$ cat src/core/pss_regs.svh
`ifndef PSS_REGS_SVH
`define PSS_REGS_SVH
`define PSS_CLK_MHZ 200
`define PSS_TOPO_TIMEOUT_US 120
`define PSS_TOPO_CYC (`PSS_TOPO_TIMEOUT_US * `PSS_CLK_MHZ)
`define PSS_AUTOWU_DELAY_US 1000
`define PSS_RST_SHORT_US 1000
`define PSS_RST_LONG_US 10000
`define PSS_INIT_WIN_MS 256
// reset values
`define PSS_RST_DUR_RST 1'b0
`define PSS_SEL_RST 2'h0
// secured low-power-off command key and codes
`define PSS_LOW_POWER_OFF_KEY 8'hA5
`define PSS_LOW_POWER_OFF_SLEEP 2'h1
`define PSS_LOW_POWER_OFF_AUTO 2'h2
// wake source field positions
`define PSS_WAKE_CAN 0
`define PSS_WAKE_IO 1
`define PSS_WAKE_TMR 2
`endif

$ cat src/core/pss_pkg.sv
package pss_pkg;
    typedef enum logic [3:0] {
        MM_TOPO = 4'h0, MM_PRE = 4'h1, MM_SEL = 4'h3, MM_REGS = 4'h2,
        MM_INIT = 4'h6, MM_NORMAL = 4'h7, MM_SLEEP = 4'h5, MM_AUTOWU = 4'h4,
        MM_DEEPFS = 4'hC, MM_LP_DEEPFS = 4'hD
    } pss_main_e;
    typedef enum logic [2:0] {
        SF_OFF = 3'h0, SF_SEL = 3'h1, SF_BIST = 3'h3, SF_RELEASE = 3'h2,
        SF_INIT = 3'h6, SF_WATCH = 3'h7, SF_ASSERT = 3'h5
    } pss_safe_e;
    typedef logic [2:0] pss_wake_t;
endpackage

$ cat src/core/pss_timer.sv
`timescale 1ns/1ps
`default_nettype none
// generic down-counter, loads on start, pulses done once at zero
module pss_timer #(
    parameter int W = 32
) (
    input wire logic clk_i,
    input wire logic rst_n_i,
    input wire logic start_i,
    input wire logic [W-1:0] load_i,
    input wire logic tick_i,
    output logic busy_o,
    output logic done_o
);
    logic [W-1:0] cnt;
    logic run;
    logic [W-1:0] next_cnt;
    logic next_run;
    logic next_done;

    always_comb begin
        next_cnt = cnt;
        next_run = run;
        next_done = 1'b0;
        if (start_i) begin
            next_cnt = load_i;
            next_run = 1'b1;
        end else if (run && tick_i) begin
            if (cnt <= W'(1)) begin
                next_cnt = '0;
                next_run = 1'b0;
                next_done = 1'b1;
            end else begin
                next_cnt = cnt - W'(1);
            end
        end
    end

    always_ff @(posedge clk_i or negedge rst_n_i) begin
        if (!rst_n_i) begin
            cnt <= '0;
            run <= 1'b0;
            done_o <= 1'b0;
        end else begin
            cnt <= next_cnt;
            run <= next_run;
            done_o <= next_done;
        end
    end

    assign busy_o = run;
endmodule // pss_timer
`default_nettype wire

$ cat src/core/pss_sequencer.sv
// Notes on behaviour
// - power machine and safety machine run side by side; safety starts in REGS, main waits for safety INIT
// - each start-up senses gate pin; threshold before timeout locks buck-boost
// - after detection, pre-regulator soft-starts until pre_soft_done_i
// - config pin decode selects supply levels and deep fail-safe
// - core, auxiliary, analog supplies and transceiver supply start together
// - reset release enters INIT; INIT-only registers writable there only
// - commit write in INIT without pre-regulator undervoltage locks INIT-only registers and enters normal
// - secured sleep accepted only in normal; all off except keep-alive
// - sleep wakes on CAN, IO or timer; source recorded, both restart
// - every wake enables all regulators by default
// - pre-regulator undervoltage or secured command enters auto-wake, retry after delay
// - deep fail-safe with key low parks; key rising edge leaves
// - low-power-off keeps main registers, clears safety registers
// - first self-test failure releases reset but holds both safe outputs low
// - first self-test runs every start-up and wake
// - second self-test on request; must pass when auxiliary is safety critical
// - safety init starts at reset release, bounded window, locks on exit
// - first valid refresh leaves safety init for supervision at once
// - supervision left on any fault asserting reset, external request included
// - asserted reset held configured duration, released if no fault remains
// - safe-output handling and second test run inside init or supervision
// - fault reset duration selectable short or long; long after start-up
// - primary safe output held low after start-up until host releases it
`timescale 1ns/1ps
`default_nettype none
`include "pss_regs.svh"
module pss_sequencer #(
    parameter int unsigned AUTOWU_CYC = `PSS_AUTOWU_DELAY_US * `PSS_CLK_MHZ,
    parameter int unsigned RST_SHORT_CYC = `PSS_RST_SHORT_US * `PSS_CLK_MHZ,
    parameter int unsigned RST_LONG_CYC = `PSS_RST_LONG_US * `PSS_CLK_MHZ,
    parameter int unsigned INIT_WIN_CYC = `PSS_INIT_WIN_MS * 1000 * `PSS_CLK_MHZ
) (
    input wire logic clk_i,
    input wire logic rst_n_i,
    input wire logic gate_sense_high_i,
    input wire logic pre_soft_done_i,
    input wire logic [1:0] config_pin_code_i,
    input wire logic regs_soft_done_i,
    input wire logic pre_regulator_low_threshold_i,
    input wire logic init_write_i,
    input wire logic [7:0] init_data_i,
    input wire logic commit_write_i,
    input wire logic low_power_off_cmd_i,
    input wire logic [7:0] low_power_off_key_i,
    input wire logic [1:0] low_power_off_code_i,
    input wire logic keep_alive_used_i,
    input wire logic wake_can_i,
    input wire logic wake_io_i,
    input wire logic wake_timer_i,
    input wire logic deep_fs_event_i,
    input wire logic key_io_i,
    input wire logic bist1_done_i,
    input wire logic bist1_pass_i,
    input wire logic bist2_req_i,
    input wire logic bist2_done_i,
    input wire logic bist2_pass_i,
    input wire logic aux_critical_i,
    input wire logic rst_dur_write_i,
    input wire logic rst_dur_long_i,
    input wire logic refresh_ok_i,
    input wire logic fault_i,
    input wire logic ext_reset_req_i,
    input wire logic safe_release_req_i,
    input wire logic safe_fault_i,
    output logic lowside_gate_pin_src_o,
    output logic pre_regulator_output_en_o,
    output logic core_supply_en_o,
    output logic auxiliary_supply_en_o,
    output logic analog_ref_supply_en_o,
    output logic transceiver_supply_en_o,
    output logic keep_alive_supply_en_o,
    output logic buck_boost_o,
    output logic [1:0] supply_level_sel_o,
    output logic deep_fs_en_o,
    output logic [7:0] init_reg_o,
    output logic init_locked_o,
    output logic [2:0] wake_source_o,
    output logic bist1_run_o,
    output logic bist2_run_o,
    output logic bist1_ok_o,
    output logic bist2_ok_o,
    output logic mcu_reset_out_low_o,
    output logic primary_safe_out_o,
    output logic secondary_safe_out_o,
    output logic safety_init_phase_o,
    output logic reset_duration_config_o,
    output logic [3:0] main_state_o,
    output logic [2:0] safe_state_o
);
    ////////////////////////////////////////////////////////////////////
    // shared timer
    pss_pkg::pss_main_e m_st, next_m_st;
    pss_pkg::pss_safe_e s_st, next_s_st;
    logic tmr_start, tmr_busy, tmr_done;
    logic [31:0] tmr_load;

    pss_timer #(.W(32)) u_tmr (
        .clk_i(clk_i),
        .rst_n_i(rst_n_i),
        .start_i(tmr_start),
        .load_i(tmr_load),
        .tick_i(1'b1),
        .busy_o(tmr_busy),
        .done_o(tmr_done)
    );

    ////////////////////////////////////////////////////////////////////
    // main machine
    logic buck_boost, next_buck_boost, deep_fs_en, next_deep_fs_en;
    logic [1:0] lvl_sel, next_lvl_sel;
    logic [7:0] init_reg, next_init_reg;
    logic init_locked, next_init_locked;
    logic [2:0] wake_src, next_wake_src;
    logic key_q, next_key_q, safe_restart, m_entry;
    logic lp_secured;

    function automatic logic lp_ok(input logic [7:0] key, input logic [1:0] code, input logic [1:0] want);
        lp_ok = (key == `PSS_LOW_POWER_OFF_KEY) && (code == want);
    endfunction

    always_comb begin
        next_m_st = m_st;
        next_buck_boost = buck_boost;
        next_deep_fs_en = deep_fs_en;
        next_lvl_sel = lvl_sel;
        next_init_reg = init_reg;
        next_init_locked = init_locked;
        next_wake_src = wake_src;
        next_key_q = key_io_i;
        tmr_start = 1'b0;
        tmr_load = 32'h0;
        safe_restart = 1'b0;
        m_entry = 1'b0;
        lp_secured = 1'b0;
        unique case (m_st)
            pss_pkg::MM_TOPO: begin
                if (!tmr_busy && !tmr_done) begin
                    tmr_start = 1'b1;
                    tmr_load = 32'(`PSS_TOPO_CYC);
                end
                if (tmr_busy && gate_sense_high_i) begin
                    next_buck_boost = 1'b1;
                    next_m_st = pss_pkg::MM_PRE;
                end else if (tmr_done) begin
                    next_buck_boost = 1'b0;
                    next_m_st = pss_pkg::MM_PRE;
                end
            end
            pss_pkg::MM_PRE: begin
                if (pre_soft_done_i) begin
                    next_m_st = pss_pkg::MM_SEL;
                end
            end
            pss_pkg::MM_SEL: begin
                next_lvl_sel = config_pin_code_i;
                next_deep_fs_en = config_pin_code_i[1];
                next_m_st = pss_pkg::MM_REGS;
            end
            pss_pkg::MM_REGS: begin
                if (regs_soft_done_i && s_st == pss_pkg::SF_INIT) begin
                    next_m_st = pss_pkg::MM_INIT;
                    next_init_locked = 1'b0;
                end
            end
            pss_pkg::MM_INIT: begin
                if (init_write_i && !init_locked) begin
                    next_init_reg = init_data_i;
                end
                if (pre_regulator_low_threshold_i) begin
                    next_m_st = pss_pkg::MM_AUTOWU;
                end else if (commit_write_i) begin
                    next_init_locked = 1'b1;
                    next_m_st = pss_pkg::MM_NORMAL;
                end
            end
            pss_pkg::MM_NORMAL: begin
                lp_secured = low_power_off_cmd_i;
                if (deep_fs_event_i && deep_fs_en) begin
                    next_m_st = pss_pkg::MM_DEEPFS;
                end else if (pre_regulator_low_threshold_i) begin
                    next_m_st = pss_pkg::MM_AUTOWU;
                end else if (lp_secured && lp_ok(low_power_off_key_i, low_power_off_code_i, `PSS_LOW_POWER_OFF_SLEEP)) begin
                    next_m_st = pss_pkg::MM_SLEEP;
                end else if (lp_secured && lp_ok(low_power_off_key_i, low_power_off_code_i, `PSS_LOW_POWER_OFF_AUTO)) begin
                    next_m_st = pss_pkg::MM_AUTOWU;
                end
                // any other request is dropped
            end
            pss_pkg::MM_SLEEP: begin
                if (wake_can_i || wake_io_i || wake_timer_i) begin
                    next_wake_src[`PSS_WAKE_CAN] = wake_can_i;
                    next_wake_src[`PSS_WAKE_IO] = wake_io_i;
                    next_wake_src[`PSS_WAKE_TMR] = wake_timer_i;
                    m_entry = 1'b1;
                end
            end
            pss_pkg::MM_AUTOWU: begin
                if (tmr_done) begin
                    m_entry = 1'b1;
                end
            end
            pss_pkg::MM_DEEPFS: begin
                if (!key_io_i) begin
                    next_m_st = pss_pkg::MM_LP_DEEPFS;
                end
            end
            pss_pkg::MM_LP_DEEPFS: begin
                if (key_io_i && !key_q) begin
                    m_entry = 1'b1;
                end
            end
            default: next_m_st = pss_pkg::MM_TOPO;
        endcase
        if (m_entry) begin
            next_m_st = pss_pkg::MM_TOPO;
            safe_restart = 1'b1;
        end
        if (next_m_st == pss_pkg::MM_AUTOWU && m_st != pss_pkg::MM_AUTOWU) begin
            safe_restart = 1'b1;
        end
        if (next_m_st != m_st && (next_m_st == pss_pkg::MM_TOPO || next_m_st == pss_pkg::MM_AUTOWU)) begin
            tmr_start = 1'b1;
            tmr_load = (next_m_st == pss_pkg::MM_TOPO) ? 32'(`PSS_TOPO_CYC) : 32'(AUTOWU_CYC);
        end
    end

    always_ff @(posedge clk_i or negedge rst_n_i) begin
        if (!rst_n_i) begin
            m_st <= pss_pkg::MM_TOPO;
            buck_boost <= 1'b0;
            deep_fs_en <= 1'b0;
            lvl_sel <= `PSS_SEL_RST;
            init_reg <= 8'h00;
            init_locked <= 1'b0;
            wake_src <= 3'h0;
            key_q <= 1'b0;
        end else begin
            m_st <= next_m_st;
            buck_boost <= next_buck_boost;
            deep_fs_en <= next_deep_fs_en;
            lvl_sel <= next_lvl_sel;
            init_reg <= next_init_reg;
            init_locked <= next_init_locked;
            wake_src <= next_wake_src;
            key_q <= next_key_q;
        end
    end

    ////////////////////////////////////////////////////////////////////
    // safety machine
    logic [31:0] s_cnt, next_s_cnt;
    logic long_rst, next_long_rst, rst_dur, next_rst_dur;
    logic b1_ok, next_b1_ok, b2_ok, next_b2_ok, b2_run, next_b2_run;
    logic fs0_rel, next_fs0_rel, fs1_rel, next_fs1_rel;
    logic reset_low, any_fault;

    assign any_fault = fault_i || ext_reset_req_i;

    always_comb begin
        next_s_st = s_st;
        next_s_cnt = s_cnt;
        next_long_rst = long_rst;
        next_rst_dur = rst_dur;
        next_b1_ok = b1_ok;
        next_b2_ok = b2_ok;
        next_b2_run = b2_run;
        next_fs0_rel = fs0_rel;
        next_fs1_rel = fs1_rel;
        unique case (s_st)
            pss_pkg::SF_OFF: begin
                if (m_st == pss_pkg::MM_REGS) begin
                    next_s_st = pss_pkg::SF_SEL;
                end
            end
            pss_pkg::SF_SEL: next_s_st = pss_pkg::SF_BIST;
            pss_pkg::SF_BIST: begin
                if (bist1_done_i) begin
                    next_b1_ok = bist1_pass_i;
                    next_s_st = pss_pkg::SF_RELEASE;
                    next_s_cnt = long_rst ? RST_LONG_CYC : (rst_dur ? RST_LONG_CYC : RST_SHORT_CYC);
                end
            end
            pss_pkg::SF_ASSERT, pss_pkg::SF_RELEASE: begin
                if (s_cnt != 32'h0) begin
                    next_s_cnt = s_cnt - 32'h1;
                end else if (!any_fault) begin
                    next_s_st = pss_pkg::SF_INIT;
                    next_long_rst = 1'b0;
                    next_s_cnt = INIT_WIN_CYC;
                end
            end
            pss_pkg::SF_INIT: begin
                if (rst_dur_write_i) begin
                    next_rst_dur = rst_dur_long_i;
                end
                if (refresh_ok_i) begin
                    next_s_st = pss_pkg::SF_WATCH;
                end else if (any_fault || s_cnt == 32'h0) begin
                    next_s_st = pss_pkg::SF_ASSERT;
                    next_fs0_rel = 1'b0;
                    next_s_cnt = rst_dur ? RST_LONG_CYC : RST_SHORT_CYC;
                end else begin
                    next_s_cnt = s_cnt - 32'h1;
                end
            end
            pss_pkg::SF_WATCH: begin
                if (any_fault) begin
                    next_s_st = pss_pkg::SF_ASSERT;
                    next_fs0_rel = 1'b0;
                    next_s_cnt = rst_dur ? RST_LONG_CYC : RST_SHORT_CYC;
                end
            end
            default: next_s_st = pss_pkg::SF_OFF;
        endcase
        if (s_st == pss_pkg::SF_INIT || s_st == pss_pkg::SF_WATCH) begin
            if (bist2_req_i && !b2_run) begin
                next_b2_run = 1'b1;
            end else if (b2_run && bist2_done_i) begin
                next_b2_run = 1'b0;
                next_b2_ok = bist2_pass_i;
            end
            if (safe_fault_i) begin
                next_fs0_rel = 1'b0;
                next_fs1_rel = 1'b0;
            end else if (safe_release_req_i && b1_ok && (b2_ok || !aux_critical_i)) begin
                next_fs0_rel = 1'b1;
                next_fs1_rel = b2_ok;
            end
        end
        if (safe_restart) begin
            next_s_st = pss_pkg::SF_OFF;
            next_long_rst = 1'b1;
            next_rst_dur = `PSS_RST_DUR_RST;
            next_b1_ok = 1'b0;
            next_b2_ok = 1'b0;
            next_b2_run = 1'b0;
            next_fs0_rel = 1'b0;
            next_fs1_rel = 1'b0;
            next_s_cnt = 32'h0;
        end
    end

    always_ff @(posedge clk_i or negedge rst_n_i) begin
        if (!rst_n_i) begin
            s_st <= pss_pkg::SF_OFF;
            s_cnt <= 32'h0;
            long_rst <= 1'b1;
            rst_dur <= `PSS_RST_DUR_RST;
            b1_ok <= 1'b0;
            b2_ok <= 1'b0;
            b2_run <= 1'b0;
            fs0_rel <= 1'b0;
            fs1_rel <= 1'b0;
        end else begin
            s_st <= next_s_st;
            s_cnt <= next_s_cnt;
            long_rst <= next_long_rst;
            rst_dur <= next_rst_dur;
            b1_ok <= next_b1_ok;
            b2_ok <= next_b2_ok;
            b2_run <= next_b2_run;
            fs0_rel <= next_fs0_rel;
            fs1_rel <= next_fs1_rel;
        end
    end

    ////////////////////////////////////////////////////////////////////
    // outputs
    logic regs_on, lp_mode;
    assign reset_low = !(s_st == pss_pkg::SF_INIT || s_st == pss_pkg::SF_WATCH);
    assign regs_on = (m_st == pss_pkg::MM_REGS) || (m_st == pss_pkg::MM_INIT) || (m_st == pss_pkg::MM_NORMAL);
    assign lp_mode = (m_st == pss_pkg::MM_SLEEP) || (m_st == pss_pkg::MM_AUTOWU) || (m_st == pss_pkg::MM_LP_DEEPFS)
        || (m_st == pss_pkg::MM_DEEPFS);

    assign lowside_gate_pin_src_o = (m_st == pss_pkg::MM_TOPO);
    assign pre_regulator_output_en_o = !lp_mode && (m_st != pss_pkg::MM_TOPO);
    assign core_supply_en_o = regs_on;
    assign auxiliary_supply_en_o = regs_on;
    assign analog_ref_supply_en_o = regs_on;
    assign transceiver_supply_en_o = regs_on;
    assign keep_alive_supply_en_o = keep_alive_used_i;
    assign buck_boost_o = buck_boost;
    assign supply_level_sel_o = lvl_sel;
    assign deep_fs_en_o = deep_fs_en;
    assign init_reg_o = init_reg;
    assign init_locked_o = init_locked;
    assign wake_source_o = wake_src;
    assign bist1_run_o = (s_st == pss_pkg::SF_BIST);
    assign bist2_run_o = b2_run;
    assign bist1_ok_o = b1_ok;
    assign bist2_ok_o = b2_ok;
    assign mcu_reset_out_low_o = !reset_low;
    assign primary_safe_out_o = fs0_rel && !reset_low;
    assign secondary_safe_out_o = fs1_rel && !reset_low;
    assign safety_init_phase_o = (s_st == pss_pkg::SF_INIT);
    assign reset_duration_config_o = rst_dur;
    assign main_state_o = m_st;
    assign safe_state_o = s_st;
endmodule // pss_sequencer
`default_nettype wire

$ cat config.mk
export PLATFORM = sky130hd
export DESIGN_NAME = pss_sequencer
export DESIGN_NICKNAME = d
export VERILOG_FILES = /design/src/core/pss_pkg.sv /design/src/core/pss_timer.sv /design/src/core/pss_sequencer.sv
export VERILOG_INCLUDE_DIRS = /design/src /design/src/core
export SDC_FILE = /design/constraint.sdc
export NUM_CORES = 1
export LEC_CHECK = 0
export BUFFER_PORTS_ARGS = -buffer_cell sky130_fd_sc_hd__buf_2
export CORE_MARGIN = 2
export CORE_UTILIZATION = 40
export CTS_BUF_LIST = sky130_fd_sc_hd__clkbuf_4
export CTS_CLUSTER_DIAMETER = 200
export DETAILED_ROUTE_END_ITERATION = 10
export GPL_TIMING_DRIVEN = 0
export PLACE_DENSITY_LB_ADDON = 0.15
export SETUP_SLACK_MARGIN = 0.2
export SYNTH_ARGS = -nofsm -noshare
export SYNTH_HDL_FRONTEND = slang
export SYNTH_SLANG_ARGS = --single-unit
$ cat constraint.sdc
create_clock -name clk_i -period 3.9 [get_ports clk_i]
set_clock_uncertainty 0.2 [all_clocks]
set_input_delay 0.78 -clock clk_i [delete_from_list [all_inputs] [get_ports clk_i]]
set_output_delay 0.78 -clock clk_i [all_outputs]
set_load 0.03 [all_outputs]
# After elaboration in Yosys (flattened, before gate mapping)
# Cells that the tools add are included.
[classes] addsub=2 order_cmp=1 n_eq_ne=35 n_mux=90 n_reduce_logical=71
[ops] op="$mux 32" count=12
[ops] op="$pmux 32 s4" count=1
[ops] op="$sub 32x1->32 const B" count=2
[ops] op="$mux 1" count=48
[ops] op="$mux 4" count=12
[ops] op="$le 32x1->1 const B" count=1
[ops] op="$logic_not 32->1" count=1
[ops] op="$pmux 4 s8" count=1
[ops] op="$reduce_bool 32->1" count=1
[ops] op="$mux 15" count=2
[ops] op="$mux 3" count=8
[ops] op="$mux 21" count=1
[ops] op="$eq 4x3->1 const B" count=5
[ops] op="$reduce_bool 2->1" count=10
[ops] op="$logic_and 1x1->1" count=19
[ops] op="$mux 18" count=1
[ops] op="$pmux 3 s6" count=1
[ops] op="$reduce_and 2->1" count=7
[ops] op="$logic_or 1x1->1" count=12
[ops] op="$ne 2x2->1 const B" count=6
[ops] op="$ne 3x3->1 const B" count=4
[ops] op="$eq 3x3->1 const B" count=3
[ops] op="$eq 4x2->1 const B" count=2
[ops] op="$eq 4x4->1 const B" count=2
[ops] op="25 further kinds" count=37
[totals] register_bits=97 input_bits=48 elab_cells=219

# Longest topological paths before layout
[depth] word_depth=14 depth_mapped=10 depth_no_buf=9

# Hierarchy
# A second synthesis with hierarchy kept.
[unflattened] cells_unflattened=706 area_unflattened_um2=6079.6
[modules_own_cells] mod="pss_sequencer" n_inst=1 cells_each=459 area_per_inst_um2=3931.3 seq_area_each_um2=1552.7
[modules_own_cells] mod="pss_timer" n_inst=1 cells_each=247 area_per_inst_um2=2148.3 seq_area_each_um2=850.8

# Worst setup path after synthesis
# OpenSTA, ideal clock, no wires.
[synth_timing] kind="register to output" start="register m_st[1], in the netlist main_state_o[1]" end="output port pre_regulator_output_en_o" arrival_time_ps=2502 required_time_ps=2920 setup_slack_ps=418 path_stages_with_launch=4 cell_sequence="dfrtp_1 clkbuf_1 nor4_1 nor2_1"
[synth_between] elab_chain_len=6 elab_cells_between_ends=10 classes_between="eq/ne (4); reduce/logical (6)"
[synth_rtl] element="from (decl)" line_no="pss_sequencer.sv:93" text="pss_pkg::pss_main_e m_st, next_m_st;"
[synth_rtl] element="from (signal assigned)" line_no="pss_sequencer.sv:230" text="m_st <= pss_pkg::MM_TOPO;"
[synth_rtl] element="from (signal assigned)" line_no="pss_sequencer.sv:239" text="m_st <= next_m_st;"
[synth_rtl] element="$eq 4x3->1" line_no="pss_sequencer.sv:373" text="assign lp_mode = (m_st == pss_pkg::MM_SLEEP) || (m_st == pss_pkg::MM_AUTOWU) || (m_st == pss_pkg::MM_LP_DEEPFS ..."
[synth_rtl] element="$logic_or 1x1->1 (2 in series)" line_no="pss_sequencer.sv:373"
[synth_rtl] element="$logic_or 1x1->1" line_no="pss_sequencer.sv:374" text="|| (m_st == pss_pkg::MM_DEEPFS);"
[synth_rtl] element="$logic_not 1->1" line_no="pss_sequencer.sv:377" text="assign pre_regulator_output_en_o = !lp_mode && (m_st != pss_pkg::MM_TOPO);"
[synth_rtl] element="$logic_and 1x1->1 (*)" line_no="pss_sequencer.sv:377"
[synth_rtl] element="to (decl)" line_no="pss_sequencer.sv:67" text="output logic pre_regulator_output_en_o,"
# Mark *: on every way between the ends. The rest lies on a longest branch, timed or not.

# Final worst setup path
[layout_timing] start="register m_st[0], in the netlist main_state_o[0]" end="register u_tmr.cnt[30]"
[layout_between] elab_chain_len=11 elab_cells_between_ends=34 classes_between="eq/ne (11); mux (17); reduce/logical (6)"
[layout_rtl] element="$mux 4" line_no="pss_sequencer.sv:185" text="end else if (lp_secured && lp_ok(low_power_off_key_i, low_power_off_code_i, `PSS_LOW_POWER_OFF_AUTO)) begin"
[layout_rtl] element="$mux 4" line_no="pss_sequencer.sv:183" text="end else if (lp_secured && lp_ok(low_power_off_key_i, low_power_off_code_i, `PSS_LOW_POWER_OFF_SLEEP)) begin"
[layout_rtl] element="$mux 4" line_no="pss_sequencer.sv:181" text="end else if (pre_regulator_low_threshold_i) begin"
[layout_rtl] element="$mux 4" line_no="pss_sequencer.sv:179" text="if (deep_fs_event_i && deep_fs_en) begin"
[layout_rtl] element="$pmux 4 s8" line_no="pss_sequencer.sv:136" text="unique case (m_st)"
[layout_rtl] element="$mux 4 (*)" line_no="pss_sequencer.sv:215" text="if (m_entry) begin"
[layout_rtl] element="via next_m_st[0]" line_no="pss_sequencer.sv:93"
[layout_rtl] element="$eq 4x3->1 or $logic_not 4->1 (tied branches)" line_no="pss_sequencer.sv:222" text="if (next_m_st != m_st && (next_m_st == pss_pkg::MM_TOPO || next_m_st == pss_pkg::MM_AUTOWU)) begin"
[layout_rtl] element="$logic_or 1x1->1" line_no="pss_sequencer.sv:222"
[layout_rtl] element="$logic_and 1x1->1 (*)" line_no="pss_sequencer.sv:222"
[layout_rtl] element="$mux 1 (*)" line_no="pss_sequencer.sv:222"
[layout_rtl] element="$mux 32 or $reduce_bool 2->1 (tied branches)"
[layout_rtl] element="to (signal assigned)" line_no="pss_timer.sv:45" text="cnt <= next_cnt;"
[layout_rtl] element="to (decl)" line_no="pss_timer.sv:15" text="logic [W-1:0] cnt;"
# Mark *: on every way through the listed nets, which the timed path passes. The rest lies on a longest branch.
# A chain may end at the register's enable or synchronous reset.

==> run metrics <==
final core utilization 47.08%; Netlist cell types 74; initial antenna violation count 1; RD Place Congestion 0.9162; first-pass iteration count of the detailed router 5; GRT busiest layer met2; area grow syn2layout 14.98%; post-synthesis adder-cell area fraction 1.257%; first-pass GRT wire length 27610 um; worst r2r src main_state_o[0]; worst flop-to-flop path endpoint u_tmr.cnt[30]; slowest CP cell a32oi_1; Ys Warns 0; Critical Path Stages 9; FILL cells 1449; xor and xnor area share after synthesis 4.252%; largest family of logic cells by synthesized area simple AND/OR/NAND/NOR gates; WS Path Type reg -> reg; H-tree levels 3; GR Layer Usage met1 28.28%; CTS tree done; Leak 0.003023 uW; Clk Latency, worst-skew pair 490 ps; Final period util 89.22%; IO Port Bufs 85; syn_nets 741; crit-path cells clkbuf_1 > and4bb_2 > a32oi_1 > o21ai_1 > a21oi_1 > xnor2_1 > a21oi_2 > buf_2 > nor3_1; DRC errors left 0; max cap viols 0; post-cts resize count 0; Root Buffer clkbuf_4; Data required, critical path 4080 ps; Initial DRC Count 409; min Tclk post-route 3480 ps; Peak VDD IR 0.3520 mV; # clock sinks 96; Comb pwr share 57.9%; share of cells above drive strength 1 19.14%; Die Y 126.2 um; sw frac 49.65%; largest cells by area after synthesis dfrtp_1 40%, nor2_1 4.8%, nor3_1 4.7%, o21ai_0 4.0%, a21oi_1 3.7%; critical path endpoint u_tmr.cnt[30]; internal power 2678 uW; mux contribution to synthesized area 2.556%; outcome finished, final reports clean; synthesized area 0.005973 mm2; setup bufs post-CTS 0; Vias 5635; post-synthesis sequential area ratio 40.24%; compound-gate portion of the synthesized area 20.61%; clock group share of total power 12.9%; Setup WS post-layout 420.3 ps; row cnt 44; setup TNS 0 ps; dominant synthesized flop cell dfrtp_1; post-synth top area share 39.80%; CP max FO 10; grt met2 use 35.04%; family with the most delay on the worst path compound AO/OA/AOI/OAI gates; core footprint 0.01459 mm2; total global routing overflow 0; routed len/inst 16.97 um; TritonCTS Buffers 9; Worst Path Buf+Inv 2; Antenna Nets Post-Route 0; FMAX 287.4 MHz; final setup violation count 0; Cells after Synth 687; Sequential Power Share 29.2%; crit path launch type register; relative slew slack 43.20%; Inst Count DP 957; Synth area leader dfrtp_1; syn_area_per_cell 8.695 um2; die area 0.01593 mm2; CTS Hold Buffers Added 0; nature of the critical path endpoint register; R2R depth 9; post-DP HPWL 12150 um; pre-CTS setup slack -122.5 ps; Worst R2R Setup Slack 420 ps; post-route cell area 0.006868 mm2; asr flop ratio synth 100.0%; Pwr Density 774.5 mW/mm2; Post-synth EDFFs 0; Arr. time, crit path 3660 ps; die width 126.2 um; dpl cell area 0.006659 mm2; GRT Overall Usage 21.23%; clk slew on worst S/H paths 160 ps; M3 GR Usage 3.611%; # IOs 87; NetSw 2641 uW; area of the multi-input gates 0.003344 mm2; pin count of the biggest net entering global routing 60; crit path launch main_state_o[0]; Nets 838; vias in the first global route 5489; Yosys reg bits 96; Slew Viols, Final 0; DR vias/cell 5.785; final hold vios 0; Worst Tran Pin Value 844.2 ps; final wirelength 16530 um; storage element area 0.002404 mm2; Synth Area in Simple Gates 27.04%; Starting Density 40.94%; RSZ-0062 raised after global routing no; hold crit path type in -> async; Final Non-Filler Cells 974; CP peak stage delay 460 ps; CTS max path bufs 2
==> how the worst min path moves through the flow <==
stage / endpoint / depth (start not counted)
2_1_floorplan: long_rst / 2
3_3_place_gp: buck_boost_o / 1
3_5_place_dp: long_rst / 2
4_1_cts: init_reg_o[1] / 1
5_1_grt: init_reg_o[7] / 1
6_report: init_reg_o[1] / 1
==> cell usage after synthesis (5+ instances only) <==
cell and instances:
a21oi_1 44, a22o_1 8, a22oi_1 14, a31oi_1 6, a32o_1 5, and2_1 13, buf_4 6, clkbuf_1 21
dfrtp_1 95, ha_1 6, inv_1 18, mux2_2 10, nand2_1 46, nand2b_1 8, nand3_1 15, nand3b_1 10
nand4_1 12, nor2_1 77, nor3_1 56, nor4_1 12, o21ai_0 48, o21ai_1 9, o31ai_1 7, or2_2 5
or3_1 12, or4_1 9, xnor2_1 20, xor2_1 9
==> layout make-up <==
cell class	count	area share, %
multi-input combinational	538	48.70
sequential	96	35.00
timing repair buffer	86	6.631
tap	184	3.352
buffer	35	2.587
clock inverter	7	1.731
clock buffer	9	0.9838
inverter	18	0.9838
antenna	1	0.03644
==> cells by family (layout without fill, tap and decap cells) <==
group | after synthesis | count (layout)
xor+xnor | 29 | 29
flops | 96 | 96
mux | 14 | 14
compound gates | 184 | 184
fa+ha+maj | 6 | 6
buf+inv | 53 | 155
other cells | 0 | 1
simple gates | 305 | 305
==> power groups by stage <==
stage	Clock (uW)	Sequential [uW]	Combinational (uW)
5_1_grt	745	1600	3390
6_report	684	1550	3080
4_1_cts	706	1550	3050
2_1_floorplan	0	1740	2040
3_3_place_gp	0	1560	3000
3_5_place_dp	0	1570	3040
==> per-stage QoR <==
stage,total power (uW),hold slack (ps)
2_1_floorplan,3775,257.9
4_1_cts,5312,29.16
3_5_place_dp,4611,278.6
6_report,5319,54.94
3_3_place_gp,4554,273.6
5_1_grt,5735,43.04
==> placed cells by master, fill, tap and decap left out, drive strengths merged, types with 4 or more instances in the layout <==
master	Yosys	layout
nor2b	4	4
o21ai	57	57
or4	11	11
buf	14	100
ha	6	6
and2	13	13
a32o	5	5
mux2	10	10
nand4	12	12
nor2	77	77
and3	4	4
a2bb2oi	5	5
nand2b	8	8
or2	6	6
nor4	16	16
xnor2	20	20
or3	12	12
nand3	15	15
a21oi	45	45
nand4b	4	4
nand3b	10	10
nor3	56	56
nand2	47	47
mux2i	4	4
o31ai	8	8
a22oi	14	14
inv	18	19
a22o	8	8
a31oi	6	6
xor2	9	9
dfrtp	95	95
clkbuf	21	30
==> metal layers <==
metal / vias to the layer above / wire length [um]
li1: 2742 / -
met1: 2737 / 7539
met2: 138 / 8086
met3: 18 / 672
met4: 0 / 235
met5: - / 0
==> sequential cells by signal, indices dropped and copies added, names as in the netlist, 3 cells and up <==
name,flops
wake_source_o,3
u_tmr.cnt,32
init_reg_o,8
safe_state_o,3
main_state_o,4
s_cnt,32
Note: power is estimated with default switching activity, not from simulation.
